===== config.mk =====
export PLATFORM = sky130hd
export DESIGN_NAME = lmf_regs
export DESIGN_NICKNAME = d
export VERILOG_FILES = /design/src/include/lmf_pkg.sv /design/src/verilog/lmf_regs.sv
export SDC_FILE = /design/constraint.sdc
export NUM_CORES = 1
export LEC_CHECK = 0
export BUFFER_PORTS_ARGS = -buffer_cell sky130_fd_sc_hd__buf_2
export CAP_MARGIN = 20
export CORE_MARGIN = 1.5
export CORE_UTILIZATION = 49
export CTS_CLUSTER_DIAMETER = 200
export DETAILED_ROUTE_END_ITERATION = 16
export HOLD_SLACK_MARGIN = 0.02
export PLACE_DENSITY = 0.8
export SLEW_MARGIN = 20
export SYNTH_ARGS = -nofsm -noshare
export SYNTH_HDL_FRONTEND = slang
export SYNTH_SLANG_ARGS = --single-unit

===== constraint.sdc =====
create_clock -name clk -period 2.8 [get_ports clk]
set_input_delay 0.42 -clock clk [delete_from_list [all_inputs] [get_ports clk]]
set_output_delay 0.42 -clock clk [all_outputs]
set_load 0.005 [all_outputs]

===== src/include/lmf_pkg.sv =====
// Package for the LED driver mode and fault interrupt register bank
package lmf_pkg;
  // Register offsets
  localparam logic [7:0] LMF_ADDR_MODE = 8'h01;
  localparam logic [7:0] LMF_ADDR_FAULT = 8'h02;
  localparam logic [7:0] LMF_ADDR_IRQEN = 8'h03;
  // Mode control bit positions
  localparam int LMF_B_IRQ_CFG = 6;
  localparam int LMF_B_ACTIVE = 5;
  localparam int LMF_B_DIM = 4;
  localparam int LMF_B_GDWN = 3;
  localparam int LMF_B_SIS = 2;
  localparam int LMF_B_BL = 0;
  // Fault and enable bit positions
  localparam int LMF_B_SHORT = 4;
  localparam int LMF_B_OTEMP = 3;
  localparam int LMF_B_OVOLT = 2;
  // Writable masks, reserved bits read zero
  localparam logic [7:0] LMF_MODE_MASK = 8'h7d;
  localparam logic [7:0] LMF_FAULT_MASK = 8'h1c;
  // Reset values
  localparam logic [7:0] LMF_MODE_RST = 8'h00;
  localparam logic [7:0] LMF_FAULT_RST = 8'h00;
  localparam logic [7:0] LMF_IRQEN_RST = 8'h00;
  // Interrupt release gap
  localparam int LMF_CLK_MHZ = 125;
  localparam int LMF_GAP_US = 50;
  localparam int LMF_GAP_CYC = LMF_GAP_US * LMF_CLK_MHZ;
  localparam int LMF_NSINK = 7;

  // Register access request from the serial interface
  typedef struct packed {
    logic wr;
    logic rd;
    logic [7:0] addr;
    logic [7:0] wdata;
  } lmf_req_s;

  // Fault detector indications
  typedef struct packed {
    logic short_det;
    logic otemp_det;
    logic ovolt_det;
  } lmf_fault_s;

  typedef enum logic [1:0] {
    LMF_IDLE = 2'b00,
    LMF_GAP = 2'b01
  } lmf_irq_e;

  // Fault bit vector from the detector struct
  function automatic logic [7:0] lmf_fault_vec(input lmf_fault_s f);
    logic [7:0] v;
    v = 8'h00;
    v[LMF_B_SHORT] = f.short_det;
    v[LMF_B_OTEMP] = f.otemp_det;
    v[LMF_B_OVOLT] = f.ovolt_det;
    return v;
  endfunction
endpackage


===== src/verilog/lmf_regs.sv =====
// Mode control and fault interrupt registers of the charge-pump LED driver
`timescale 1ns/1ps
// How it works
// - Config bit 1: interrupt released for 50 us from a clear, then re-driven if pending.
// - Config bit 0: interrupt stays asserted without gap while events pend.
// - Active/standby bit 1 gives active mode; 0 gives standby.
// - Dim bit set by dim timeout, or forced by host writing 1.
// - Dim current only while dim bit and backlight enable are both 1.
// - Gain-down inhibit 1: pump may raise gain, lowers only when LEDs off.
// - Gain-down inhibit 0: pump raises and lowers gain freely.
// - Sync sink enable turns all independent sinks on or off together.
// - Sync sink enable ignored while any per-sink enable bit is set.
// - Backlight on only with backlight enable and active bit both 1.
// - Short flag set on pump output short or overload.
// - Overtemperature flag set when thermal detector trips.
// - Overvoltage flag set when pump output exceeds its threshold.
// - Fault flags clear only on write of 1, reset or lockout; reads and zeros leave them.
// - Short flag with its enable raises the interrupt.
// - Overtemperature flag with its enable raises the interrupt.
// - Overvoltage flag with its enable raises the interrupt.
// - Disabled enables still let flags set and hold.
// - Reserved and unused bits read as zero.
// - Reset and undervoltage lockout restore all defaults.
module lmf_regs
  import lmf_pkg::*;
(
  input wire logic clk, // 125 MHz device clock
  input wire logic rst, // Async reset, active high
  input wire logic uvlo, // Undervoltage lockout, sync
  input wire lmf_pkg::lmf_req_s req, // Register access from serial interface
  output logic [7:0] rdata, // Read data, registered
  input wire lmf_pkg::lmf_fault_s fault, // Fault detector pulses or levels
  input wire logic dim_timeout, // Dim timer expiry pulse
  input wire logic [6:0] per_sink_on, // Per-sink enables of sink control reg
  input wire logic [6:0] indep_sel, // Sinks designated independent
  input wire logic all_leds_off, // Every LED sink is off
  output logic active, // Device active (not standby)
  output logic backlight_on, // Backlight running
  output logic dim_active, // Backlight at dim current
  output logic gain_down_ok, // Pump may step gain down
  output logic [6:0] indep_sink_on, // Sync enables of independent sinks
  output logic irq_n // Interrupt to host, active low
);
  import lmf_pkg::*;

  logic [7:0] mode_q;
  logic [7:0] fault_q;
  logic [7:0] irqen_q;
  logic [7:0] fault_set;
  logic [7:0] fault_clr;
  logic wr_mode;
  logic wr_fault;
  logic wr_irqen;
  logic irq_req;
  logic clr_evt;
  lmf_irq_e irq_st_q;
  logic [15:0] gap_cnt_q;
  logic irq_n_q;

  assign wr_mode = req.wr && (req.addr == LMF_ADDR_MODE);
  assign wr_fault = req.wr && (req.addr == LMF_ADDR_FAULT);
  assign wr_irqen = req.wr && (req.addr == LMF_ADDR_IRQEN);

  // Detector inputs set flags regardless of enables
  assign fault_set = lmf_fault_vec(fault);
  // Only ones written clear; set wins over a clear in the same cycle
  assign fault_clr = wr_fault ? (req.wdata & LMF_FAULT_MASK) : 8'h00;
  assign clr_evt = |fault_clr;

  // Mode control register; hardware dim set has priority over a host write of 0
  always_ff @(posedge clk or posedge rst) begin
    if (rst) begin
      mode_q <= LMF_MODE_RST;
    end else if (uvlo) begin
      mode_q <= LMF_MODE_RST;
    end else begin
      if (wr_mode) begin
        mode_q <= req.wdata & LMF_MODE_MASK;
      end
      if (dim_timeout) begin
        mode_q[LMF_B_DIM] <= 1'b1;
      end
    end
  end

  // Fault status flags, sticky until write-one-to-clear
  always_ff @(posedge clk or posedge rst) begin
    if (rst) begin
      fault_q <= LMF_FAULT_RST;
    end else if (uvlo) begin
      fault_q <= LMF_FAULT_RST;
    end else begin
      fault_q <= ((fault_q & ~fault_clr) | fault_set) & LMF_FAULT_MASK;
    end
  end

  // Interrupt enable register
  always_ff @(posedge clk or posedge rst) begin
    if (rst) begin
      irqen_q <= LMF_IRQEN_RST;
    end else if (uvlo) begin
      irqen_q <= LMF_IRQEN_RST;
    end else if (wr_irqen) begin
      irqen_q <= req.wdata & LMF_FAULT_MASK;
    end
  end

  // Read mux; unmapped offsets read zero
  always_ff @(posedge clk or posedge rst) begin
    if (rst) begin
      rdata <= 8'h00;
    end else if (req.rd) begin
      case (req.addr)
        LMF_ADDR_MODE: rdata <= mode_q;
        LMF_ADDR_FAULT: rdata <= fault_q;
        LMF_ADDR_IRQEN: rdata <= irqen_q;
        default: rdata <= 8'h00;
      endcase
    end
  end

  // Pending request from the stored flags; a clear takes effect one edge later
  assign irq_req = |(fault_q & irqen_q);

  // Release window after a host clear when configured for it
  always_ff @(posedge clk or posedge rst) begin
    if (rst) begin
      irq_st_q <= LMF_IDLE;
      gap_cnt_q <= 16'h0000;
    end else if (uvlo) begin
      irq_st_q <= LMF_IDLE;
      gap_cnt_q <= 16'h0000;
    end else begin
      case (irq_st_q)
        LMF_IDLE: begin
          if (clr_evt && mode_q[LMF_B_IRQ_CFG]) begin
            irq_st_q <= LMF_GAP;
            gap_cnt_q <= 16'(LMF_GAP_CYC - 1);
          end
        end
        LMF_GAP: begin
          if (gap_cnt_q == 16'h0000) begin
            irq_st_q <= LMF_IDLE;
          end else begin
            gap_cnt_q <= gap_cnt_q - 16'h0001;
          end
        end
        default: begin
          irq_st_q <= LMF_IDLE;
        end
      endcase
    end
  end

  // Registered pin; with config 0 there is no gap at all
  always_ff @(posedge clk or posedge rst) begin
    if (rst) begin
      irq_n_q <= 1'b1;
    end else begin
      irq_n_q <= ~(irq_req && (irq_st_q == LMF_IDLE) &&
                   !(clr_evt && mode_q[LMF_B_IRQ_CFG]));
    end
  end
  assign irq_n = irq_n_q;

  // Mode outputs; standby holds every drive off
  assign active = mode_q[LMF_B_ACTIVE];
  assign backlight_on = active && mode_q[LMF_B_BL];
  assign dim_active = backlight_on && mode_q[LMF_B_DIM];
  // Inhibit lets gain step down only once all LEDs are off
  assign gain_down_ok = !mode_q[LMF_B_GDWN] || all_leds_off;
  // Per-sink enables take over the sync bit while any is set
  assign indep_sink_on = (active && mode_q[LMF_B_SIS] && !(|per_sink_on)) ?
                         indep_sel : 7'h00;

endmodule // lmf_regs


==> results of run 1 <==
[final cells by class]
cell class | instances | area share, %
multi-input combinational | 156 | 42.98
sequential | 36 | 36.16
timing repair buffer | 58 | 11.94
clock buffer | 6 | 2.909
tap | 50 | 2.508
inverter | 14 | 2.106
clock inverter | 2 | 1.404
[layer usage]
metal  share of wire [%]  GRT usage [%]  up-vias
li1                    -              -      897
met1                  42          24.40      879
met2                  50          40.78       58
met3                 5.9          5.428        7
met4                 1.4          6.750        0
met5                   0              0        -
[synthesized netlist by cell type (3+ instances only)]
library cell	number
a211oi_1	4
a21oi_1	7
a22oi_1	4
and2_1	8
clkbuf_1	5
dfrtp_1	35
inv_1	14
mux2_2	3
mux2i_1	9
nand2_1	19
nand2b_1	3
nor2_1	22
nor2b_1	4
nor3_1	4
nor4_1	6
o22ai_1	8
or3_1	4
or4_4	3
xnor2_1	3
[power by group]
| part | switching, mW | internal [mW] | leakage, nW |
|---|---|---|---|
| Combinational | 0.0390 | 0.0290 | 0.650 |
| Sequential | 0.00355 | 0.524 | 0.494 |
| Clock | 0.189 | 0.264 | 0.0552 |
| Total | 0.232 | 0.817 | 1.20 |
[worst reg2reg max path: cells and delay by family (launching register included)]
kind	cells	cell delay, ns
and+or+nand+nor	3	0.97
buffers and inverters	1	0.10
DFF	1	0.39
AOI/OAI and AO/OA	2	0.66
adders and majority gates	1	0.20
[state kept, by name, indices dropped and copies added, names as in the netlist]
register / count
gap_cnt_q: 16
rdata: 6
irq_st_q: 1
irq_n: 1
irqen_q: 3
mode_q: 6
fault_q: 3
[cell families (layout without fill, tap and decap cells)]
group / Yosys count / after routing / share of synthesized area [%]
AOI/OAI and AO/OA: 44 / 44 / 15.31
xor gates and xnor gates: 3 / 3 / 1.261
adders and majority gates: 1 / 1 / 0.6001
buffers and inverters: 24 / 80 / 5.462
DFF: 36 / 36 / 43.28
muxes: 12 / 12 / 5.942
other: 1 / 2 / 0.1799
and+or+nand+nor: 94 / 94 / 27.97
[how the worst min path moves through the flow]
stage          depth (start not counted)                     to                  from
2_1_floorplan                          2   fault_q[4]$_DFF_PP0_  fault_q[4]$_DFF_PP0_
4_1_cts                                3  mode_q[5]$_DFFE_PP0P_                   rst
3_3_place_gp                           2   rdata[0]$_DFFE_PP0P_  rdata[0]$_DFFE_PP0P_
6_report                               3  mode_q[5]$_DFFE_PP0P_                   rst
5_1_grt                                3  mode_q[5]$_DFFE_PP0P_                   rst
3_5_place_dp                           2   rdata[5]$_DFFE_PP0P_  rdata[5]$_DFFE_PP0P_
[per-stage QoR]
step / cell area, um2 / cells
floorplan: 2088 / 216
global placement: 2387 / 314
detailed placement: 2387 / 314
CTS: 2495 / 322
global route: 2495 / 322
finish: 2495 / 322
==> impl_metrics.tcl, run 1 <==
set metrics [dict create \
    power.density_mw_per_mm2 420.6 \
    netlist_instances 215 \
    seqCellArea_um2 902.1 \
    cp.arrival_ns 2.60 \
    grt_pass1_wl_mm 7.486 \
    pre_cts_ws_ns 0.3730 \
    fin_nets 312 \
    cts-root-buf "clkbuf_8" \
    die_area_mm2 0.004655 \
    clock_sinks 36 \
    crit_type "flop to flop" \
    required_ns 2.98 \
    reg2reg_setup_slack_ns 0.38 \
    ys_seq_elements 36 \
    start_kind "flop" \
    dp_hpwl_mm 3.545 \
    final_cell_mix "buf_2, dfrtp_1, nor2_1" \
    tightest_slew_ns 0.7107 \
    place.gp.congestion 0.8136 \
    drive_gt1_share_pct 31.62 \
    die_h_um 68.23 \
    cts_buffers 5 \
    fin_crit_ns 2.420 \
    fmax_ghz 0.4132 \
    vias_per_cell 5.717 \
    drc 0 \
    synth_sequential_area_ratio_pct 43.28 \
    portBuffers 55 \
    fin_crit_sh_pct 86.43 \
    ios 60 \
    post_cts_resized 0 \
    yosys.area.top_type "dfrtp_1" \
    cp_max_fo 13 \
    postCtsHoldBufs 0 \
    diodes 0 \
    power.leakage_nw 1.199 \
    p_total_mw 1.049 \
    layout_commonest_cell "buf_2" \
    antenna_found_initial 0 \
    setup_ws_ns 0.3800 \
    grt_usage_pct 21.94 \
    ys.flop_type "dfrtp_1" \
    hold_path_class "input port to asynchronous set/reset pin" \
    r2r-start "gap_cnt_q[0]$_DFFE_PP0P_" \
    synthArstFlopShare_pct 100.0 \
    ys_warn_count 0 \
    drt_iter0_drc 105 \
    netlist_top_cells_area "dfrtp_1, mux2i_1, nor2_1" \
    post_cts.repair.setup_buffers 0 \
    clock_skew_ns 0.01154 \
    drt_wl_total_mm 4.792 \
    syn_avg_cell_area_um2 9.695 \
    syn_area_mm2 0.002084 \
    clk_path_buf_depth 2 \
    clk_latency_ns 0.29 \
    avgRoutedWirePerCell_um 14.88 \
    fillerInstances 354 \
    clk_pin_slew_ns 0.07 \
    ff2ff_path_depth 7 \
    outcome "finished, final reports clean" \
    startpoint "gap_cnt_q[0]$_DFFE_PP0P_" \
    hold_viol_final 0 \
    crit_family "simple AND/OR/NAND/NOR gates" \
    r2r_end "gap_cnt_q[13]$_DFFE_PP0P_" \
    via_count 1841 \
    syn_to_final_growth_pct 19.69 \
    initial_utilization_pct 51.37 \
    htreeDepth 2 \
    setup_viol 0 \
    core_area_mm2 0.004058 \
    synth.distinct_cells 55 \
    final_util_pct 61.49 \
    slew_headroom_pct 52.19 \
    grt_pass1_vias 1705 \
    ant_nets 0 \
    tritoncts "yes" \
    irDropWorstVdd_mv 0.3286 \
    worstSetupEndpointType "flop" \
    slowest_stage "or4b_4" \
    fp-row-count 23 \
    grt_start_max_net_pins 37 \
    max_cap_violations 0 \
    cp.depth 7 \
    first_pass_iters 4 \
    path_buf_inv 1 \
    rsz0062_at_grt "no" \
    synth_top_area_share_pct 42.02 \
    cpPeakStageDelay_ns 0.52 \
    dieWidth_um 68.23 \
    finalMaxSlewViolations 0 \
    multiInputGateArea_mm2 0.001072 \
    synth-edff-count 0 \
    fin_setup_tns_ns 0 \
    crit_end "gap_cnt_q[13]$_DFFE_PP0P_" \
    path_cells "inv_1 > ha_1 > or4b_4 > nor4_4 > o21bai_2 > nor4_1 > a311o_1" \
    grt_overflow 0 \
    fin_hold_ws_ns 0.2098 \
]
Note: power is estimated with default switching activity, not from simulation.
==> run 2, diff against run 1 <==
--- a/config.mk
+++ b/config.mk
@@ -12,7 +12,7 @@
 export CTS_CLUSTER_DIAMETER = 200
 export DETAILED_ROUTE_END_ITERATION = 16
 export HOLD_SLACK_MARGIN = 0.02
-export PLACE_DENSITY = 0.8
+export PLACE_DENSITY = 0.73
 export SLEW_MARGIN = 20
 export SYNTH_ARGS = -nofsm -noshare
 export SYNTH_HDL_FRONTEND = slang
==> run 2 against run 1 <==
First-iteration DRC count up 13%; clock power decreased by 3%; die area unchanged; design area unchanged; critical path type unchanged; largest power group unchanged.
==> impl_metrics.tcl, run 2 (synthesis results as in run 1) <==
set metrics [dict create \
    top_regs "gap_cnt_q: 16 flops, mode_q: 6 flops, rdata: 6 flops" \
    fmax_ghz 0.3983 \
    place.gp.congestion 0.7923 \
    die_h_um 68.23 \
    post_cts_resized 0 \
    ant_nets 0 \
    cts-root-buf "clkbuf_8" \
    via_count 1818 \
    irDropWorstVdd_mv 0.3491 \
    ios 60 \
    crit_type "flop to flop" \
    outcome "finished, final reports clean" \
    fp-row-count 23 \
    start_kind "flop" \
    fillerInstances 350 \
    regMostFlops "gap_cnt_q" \
    hold_path_class "input port to asynchronous set/reset pin" \
    path_buf_inv 1 \
    antenna_found_initial 0 \
    crit_family "simple AND/OR/NAND/NOR gates" \
    fin_nets 312 \
    vias_per_cell 5.646 \
    setup_viol 0 \
    die_area_mm2 0.004655 \
    slowest_stage "or4b_4" \
    tritoncts "yes" \
    clk_pin_slew_ns 0.07 \
    dp_hpwl_mm 3.263 \
    core_area_mm2 0.004058 \
    largest_reg_flops 16 \
    cp_max_fo 13 \
    max_cap_violations 0 \
    initial_utilization_pct 51.37 \
    placed_area_mm2 0.002387 \
    grt_pass1_vias 1558 \
    dieWidth_um 68.23 \
    hold_viol_final 0 \
    cpPeakStageDelay_ns 0.52 \
    final_util_pct 61.49 \
    grt_pass1_wl_mm 7.265 \
    fin_area_mm2 0.002495 \
    worstSetupEndpointType "flop" \
    cp.arrival_ns 2.68 \
    power.leakage_nw 1.199 \
    syn_to_final_growth_pct 19.69 \
    clock_sinks 36 \
    drt_wl_total_mm 4.498 \
    grt_start_max_net_pins 37 \
    cts_buffers 5 \
    clock_skew_ns 0.007579 \
    drc 0 \
    diodes 0 \
    fin_crit_sh_pct 89.66 \
    clk_path_buf_depth 2 \
    tightest_slew_ns 0.6064 \
    drive_gt1_share_pct 31.62 \
    first_pass_iters 5 \
    slew_headroom_pct 59.20 \
    htreeDepth 2 \
    avgRoutedWirePerCell_um 13.97 \
    required_ns 2.96 \
    rsz0062_at_grt "no" \
    portBuffers 55 \
    power.density_mw_per_mm2 414.8 \
    grt_usage_pct 21.08 \
    fin_crit_ns 2.511 \
    drt_iter0_drc 119 \
    layout_commonest_cell "buf_2" \
    final_cell_mix "buf_2, dfrtp_1, nor2_1" \
    finalMaxSlewViolations 0 \
    fin_setup_tns_ns 0 \
    path_cells "inv_1 > ha_1 > or4b_4 > nor4_4 > o21bai_2 > nor4_1 > a311o_1" \
    postCtsHoldBufs 0 \
    grt_overflow 0 \
    clk_latency_ns 0.28 \
    post_cts.repair.setup_buffers 0 \
]
run 2: cell counts in the layout (fill, tap and decap cells not counted):
Identical to the previous run, type by type.
run 2: metrics by stage:
stage / instances / power [mW] / setup WS (ns) / hold slack (ns)
global route: 322 / 1.086 / 0.1042 / 0.2827
CTS: 322 / 1.046 / 0.3062 / 0.2473
detailed placement: 314 / 0.6054 / 0.3279 / 0.5187
floorplan: 216 / 0.5692 / 0.6388 / 0.4945
finish: 322 / 1.035 / 0.2894 / 0.2256
global placement: 314 / 0.6050 / 0.3669 / 0.5138
run 2: worst min-delay path: cells and delay by family:
| kind | cells | cell delay [ns] |
|---|---|---|
| buffers and inverters | 3 | 0.51 |
run 2: layout make-up:
cell class / count / area, um2 / share of cell area, %
clock buffers: 6 / 72.57 / 2.909
clock inverters: 2 / 35.03 / 1.404
inverters: 14 / 52.55 / 2.106
multi-input cells: 156 / 1072 / 42.98
flip-flops and latches: 36 / 902.1 / 36.16
well taps: 50 / 62.56 / 2.508
repair buffers: 58 / 297.8 / 11.94
run 2: path summary, 6_finish.rpt:
kind | startpoint | end | slack [ns] | depth (start not counted)
setup / recovery | gap_cnt_q[0]$_DFFE_PP0P_ | gap_cnt_q[7]$_DFFE_PP0P_ | 0.29 | 7
hold / removal | rst | rdata[0]$_DFFE_PP0P_ | 0.23 | 3
setup reg to reg | gap_cnt_q[0]$_DFFE_PP0P_ | gap_cnt_q[7]$_DFFE_PP0P_ | 0.29 | 7
hold reg to reg | rdata[5]$_DFFE_PP0P_ | rdata[5]$_DFFE_PP0P_ | 0.53 | 2
max in group asynchronous | rst | irq_n$_DFF_PP1_ | 2.23 | 3
min in group clk | fault[1] | fault_q[3]$_DFF_PP0_ | 0.36 | 3
run 2: power by group:
group	internal (mW)	total (mW)	switching, mW
combinational	0.0290	0.0671	0.0380
sequential	0.524	0.528	0.00342
clock	0.264	0.440	0.176
total	0.817	1.03	0.218
run 2: per-layer routing:
| metal | GRT usage [%] | vias up | share of wire [%] |
|---|---|---|---|
| li1 | - | 891 | - |
| met1 | 29.19 | 854 | 46 |
| met2 | 32.28 | 66 | 46 |
| met3 | 4.441 | 7 | 7.2 |
| met4 | 8.250 | 0 | 1.4 |
| met5 | 0 | - | 0 |
==> run 3, diff against run 2 <==
--- a/config.mk
+++ b/config.mk
@@ -7,8 +7,9 @@
 export LEC_CHECK = 0
 export BUFFER_PORTS_ARGS = -buffer_cell sky130_fd_sc_hd__buf_2
 export CAP_MARGIN = 20
+export CORE_ASPECT_RATIO = 0.6
 export CORE_MARGIN = 1.5
-export CORE_UTILIZATION = 49
+export CORE_UTILIZATION = 47
 export CTS_CLUSTER_DIAMETER = 200
 export DETAILED_ROUTE_END_ITERATION = 16
 export HOLD_SLACK_MARGIN = 0.02
==> constraint.sdc (replaced) <==
create_clock -name clk -period 2.3 [get_ports clk]
set_input_delay 0.345 -clock clk [delete_from_list [all_inputs] [get_ports clk]]
set_output_delay 0.345 -clock clk [all_outputs]
set_load 0.005 [all_outputs]
==> run 3 against run 2 <==
Sequential share of layout area fell by 1.9 points; setup slack got worse by 0.24 ns; count of clock-buffer cells in the layout did not move; clock skew rose by 0.0010 ns; first-iteration DRC count rose by 14%; cell count rose by 7.8%; register-to-register slack got worse by 0.24 ns; sequential cell count did not move; critical path type unchanged.
==> impl_metrics.tcl, run 3 (synthesis results as in run 1) <==
set metrics [dict create \
    hold_path_class "input port to asynchronous set/reset pin" \
    finalNonFillerCells 347 \
    fin_crit_ns 2.247 \
    top_layer "met4" \
    dp_cells 335 \
    irDropWorstVdd_mv 0.2808 \
    r2r_end "gap_cnt_q[14]$_DFFE_PP0P_" \
    p_int_uw 912.3 \
    crit_end "gap_cnt_q[14]$_DFFE_PP0P_" \
    reg2reg_setup_slack_ns 0.05 \
    start_kind "flop" \
    rsz0062_at_grt "yes" \
    worstSetupEndpointType "flop" \
    power.leakage_nw 1.272 \
    avgRoutedWirePerCell_um 14.78 \
    cts_buffers 5 \
    fin_setup_tns_ns 0 \
    fp-row-count 18 \
    drive_gt1_share_pct 37.28 \
    setup_viol 0 \
    p_total_mw 1.187 \
    fin_crit_sh_pct 97.70 \
    startpoint "gap_cnt_q[0]$_DFFE_PP0P_" \
    portBuffers 55 \
    place.gp.congestion 0.8335 \
    slowest_stage "or4b_4" \
    outcome "finished, final reports clean" \
    final_cell_mix "buf_2, dfrtp_1, nor2_1" \
    max_cap_violations 0 \
    tightest_slew_ns 0.5738 \
    power.density_mw_per_mm2 450.5 \
    grt_overflow 0 \
    r2r-start "gap_cnt_q[0]$_DFFE_PP0P_" \
    cp_max_fo 5 \
    via_count 1879 \
    dieWidth_um 88.98 \
    tritoncts "yes" \
    ff2ff_path_depth 7 \
    drt_wl_total_mm 5.129 \
    drt_iter0_drc 136 \
    cpPeakStageDelay_ns 0.51 \
    switching_share_pct 23.11 \
    vias_per_cell 5.415 \
    finalMaxSlewViolations 0 \
    cp.arrival_ns 2.39 \
    final_util_pct 62.87 \
    core_area_mm2 0.004189 \
    wl_met3_um 316 \
    hold_viol_final 0 \
    ios 60 \
    required_ns 2.44 \
    fin_nets 327 \
    power_frac_seq_pct 54.2 \
    crit_type "flop to flop" \
    cts-root-buf "clkbuf_8" \
    regMostFlops "gap_cnt_q" \
    path_common_cell "or3_4" \
    diodes 0 \
    wl_met1_mm 2.608 \
    clk_pin_slew_ns 0.07 \
    largest_reg_flops 16 \
    grt_usage_pct 22.53 \
    clock_power_share_pct 38.8 \
    ant_nets 0 \
    initial_utilization_pct 49.76 \
    die_area_mm2 0.004857 \
    clock_sinks 36 \
    clock_skew_ns 0.008590 \
    p_sw_uw 274.2 \
    wl_met2_mm 2.179 \
    fmax_ghz 0.4450 \
    drc 0 \
    combPwrFrac_pct 7.0 \
    grt_pass1_vias 1619 \
    postCtsHoldBufs 0 \
    layout_commonest_cell "buf_2" \
    first_pass_iters 4 \
    die_h_um 54.59 \
    clk_latency_ns 0.29 \
    clk_path_buf_depth 2 \
    grt_pass1_wl_mm 7.948 \
    grt_start_max_net_pins 37 \
    slew_headroom_pct 61.74 \
    path_cells "inv_2 > ha_4 > or4b_4 > or3_4 > or3_4 > a21oi_2 > o32ai_1" \
    dp_hpwl_mm 3.727 \
    antenna_found_initial 0 \
    htreeDepth 2 \
    syn_to_final_growth_pct 26.35 \
    top_regs "gap_cnt_q: 16 flops, mode_q: 6 flops, rdata: 6 flops" \
]
[run 3: area by class of cell]
type | instances | area, um2
timing repair buffer | 73 | 410.4
clock inverter | 2 | 10.01
inverter | 14 | 52.55
tap | 60 | 75.07
clock buffer | 6 | 82.58
sequential | 36 | 902.1
fill | 359 | 1555
multi-input combinational | 156 | 1101
[run 3: worst min path at each step]
| stage | endpoint | slack, ns | cells after the start |
|---|---|---|---|
| CTS | fault_q[2]$_DFF_PP0_ | 0.17 | 3 |
| global placement | gap_cnt_q[14]$_DFFE_PP0P_ | 0.47 | 3 |
| floorplan | mode_q[4]$_DFFE_PP0P_ | 0.47 | 2 |
| finish | gap_cnt_q[8]$_DFFE_PP0P_ | 0.15 | 3 |
| global route | gap_cnt_q[8]$_DFFE_PP0P_ | 0.19 | 3 |
| detailed placement | gap_cnt_q[14]$_DFFE_PP0P_ | 0.48 | 3 |
[run 3: repair_timing]
action	4_1_cts	5_1_grt
setup buffers	0	4
resized for setup	0	7
setup endpoints to repair	0	15
[run 3: power by group through the flow]
| stage | Sequential [mW] | Combinational, mW | Clock [mW] |
|---|---|---|---|
| CTS | 0.643 | 0.0838 | 0.475 |
| detailed placement | 0.655 | 0.0837 | 0 |
| floorplan | 0.653 | 0.0401 | 0 |
| global route | 0.643 | 0.0938 | 0.508 |
| finish | 0.643 | 0.0827 | 0.461 |
| global placement | 0.655 | 0.0818 | 0 |
[run 3: critical path: cells and delay by family, from the launching register on]
family / cells / cell delay (ns)
adders and majority gates: 1 / 0.13
and+or+nand+nor: 3 / 1.29
buffers and inverters: 1 / 0.10
DFF: 1 / 0.39
AOI/OAI and AO/OA: 2 / 0.20
[run 3: metrics by stage]
stage / hold WS [ns] / area (um2) / setup WS, ns
floorplan: 0.4692 / 2088 / 0.1388
detailed placement: 0.4790 / 2482 / 0.02811
CTS: 0.1697 / 2575 / 0.01579
global placement: 0.4695 / 2482 / 0.07355
finish: 0.1504 / 2634 / 0.05299
global route: 0.1881 / 2634 / -0.01334
[run 3: per-layer routing]
layer	track usage, %	vias up
met5	0	-
met4	6.667	0
met3	5.882	4
met2	29.80	59
met1	35.26	887
li1	-	929
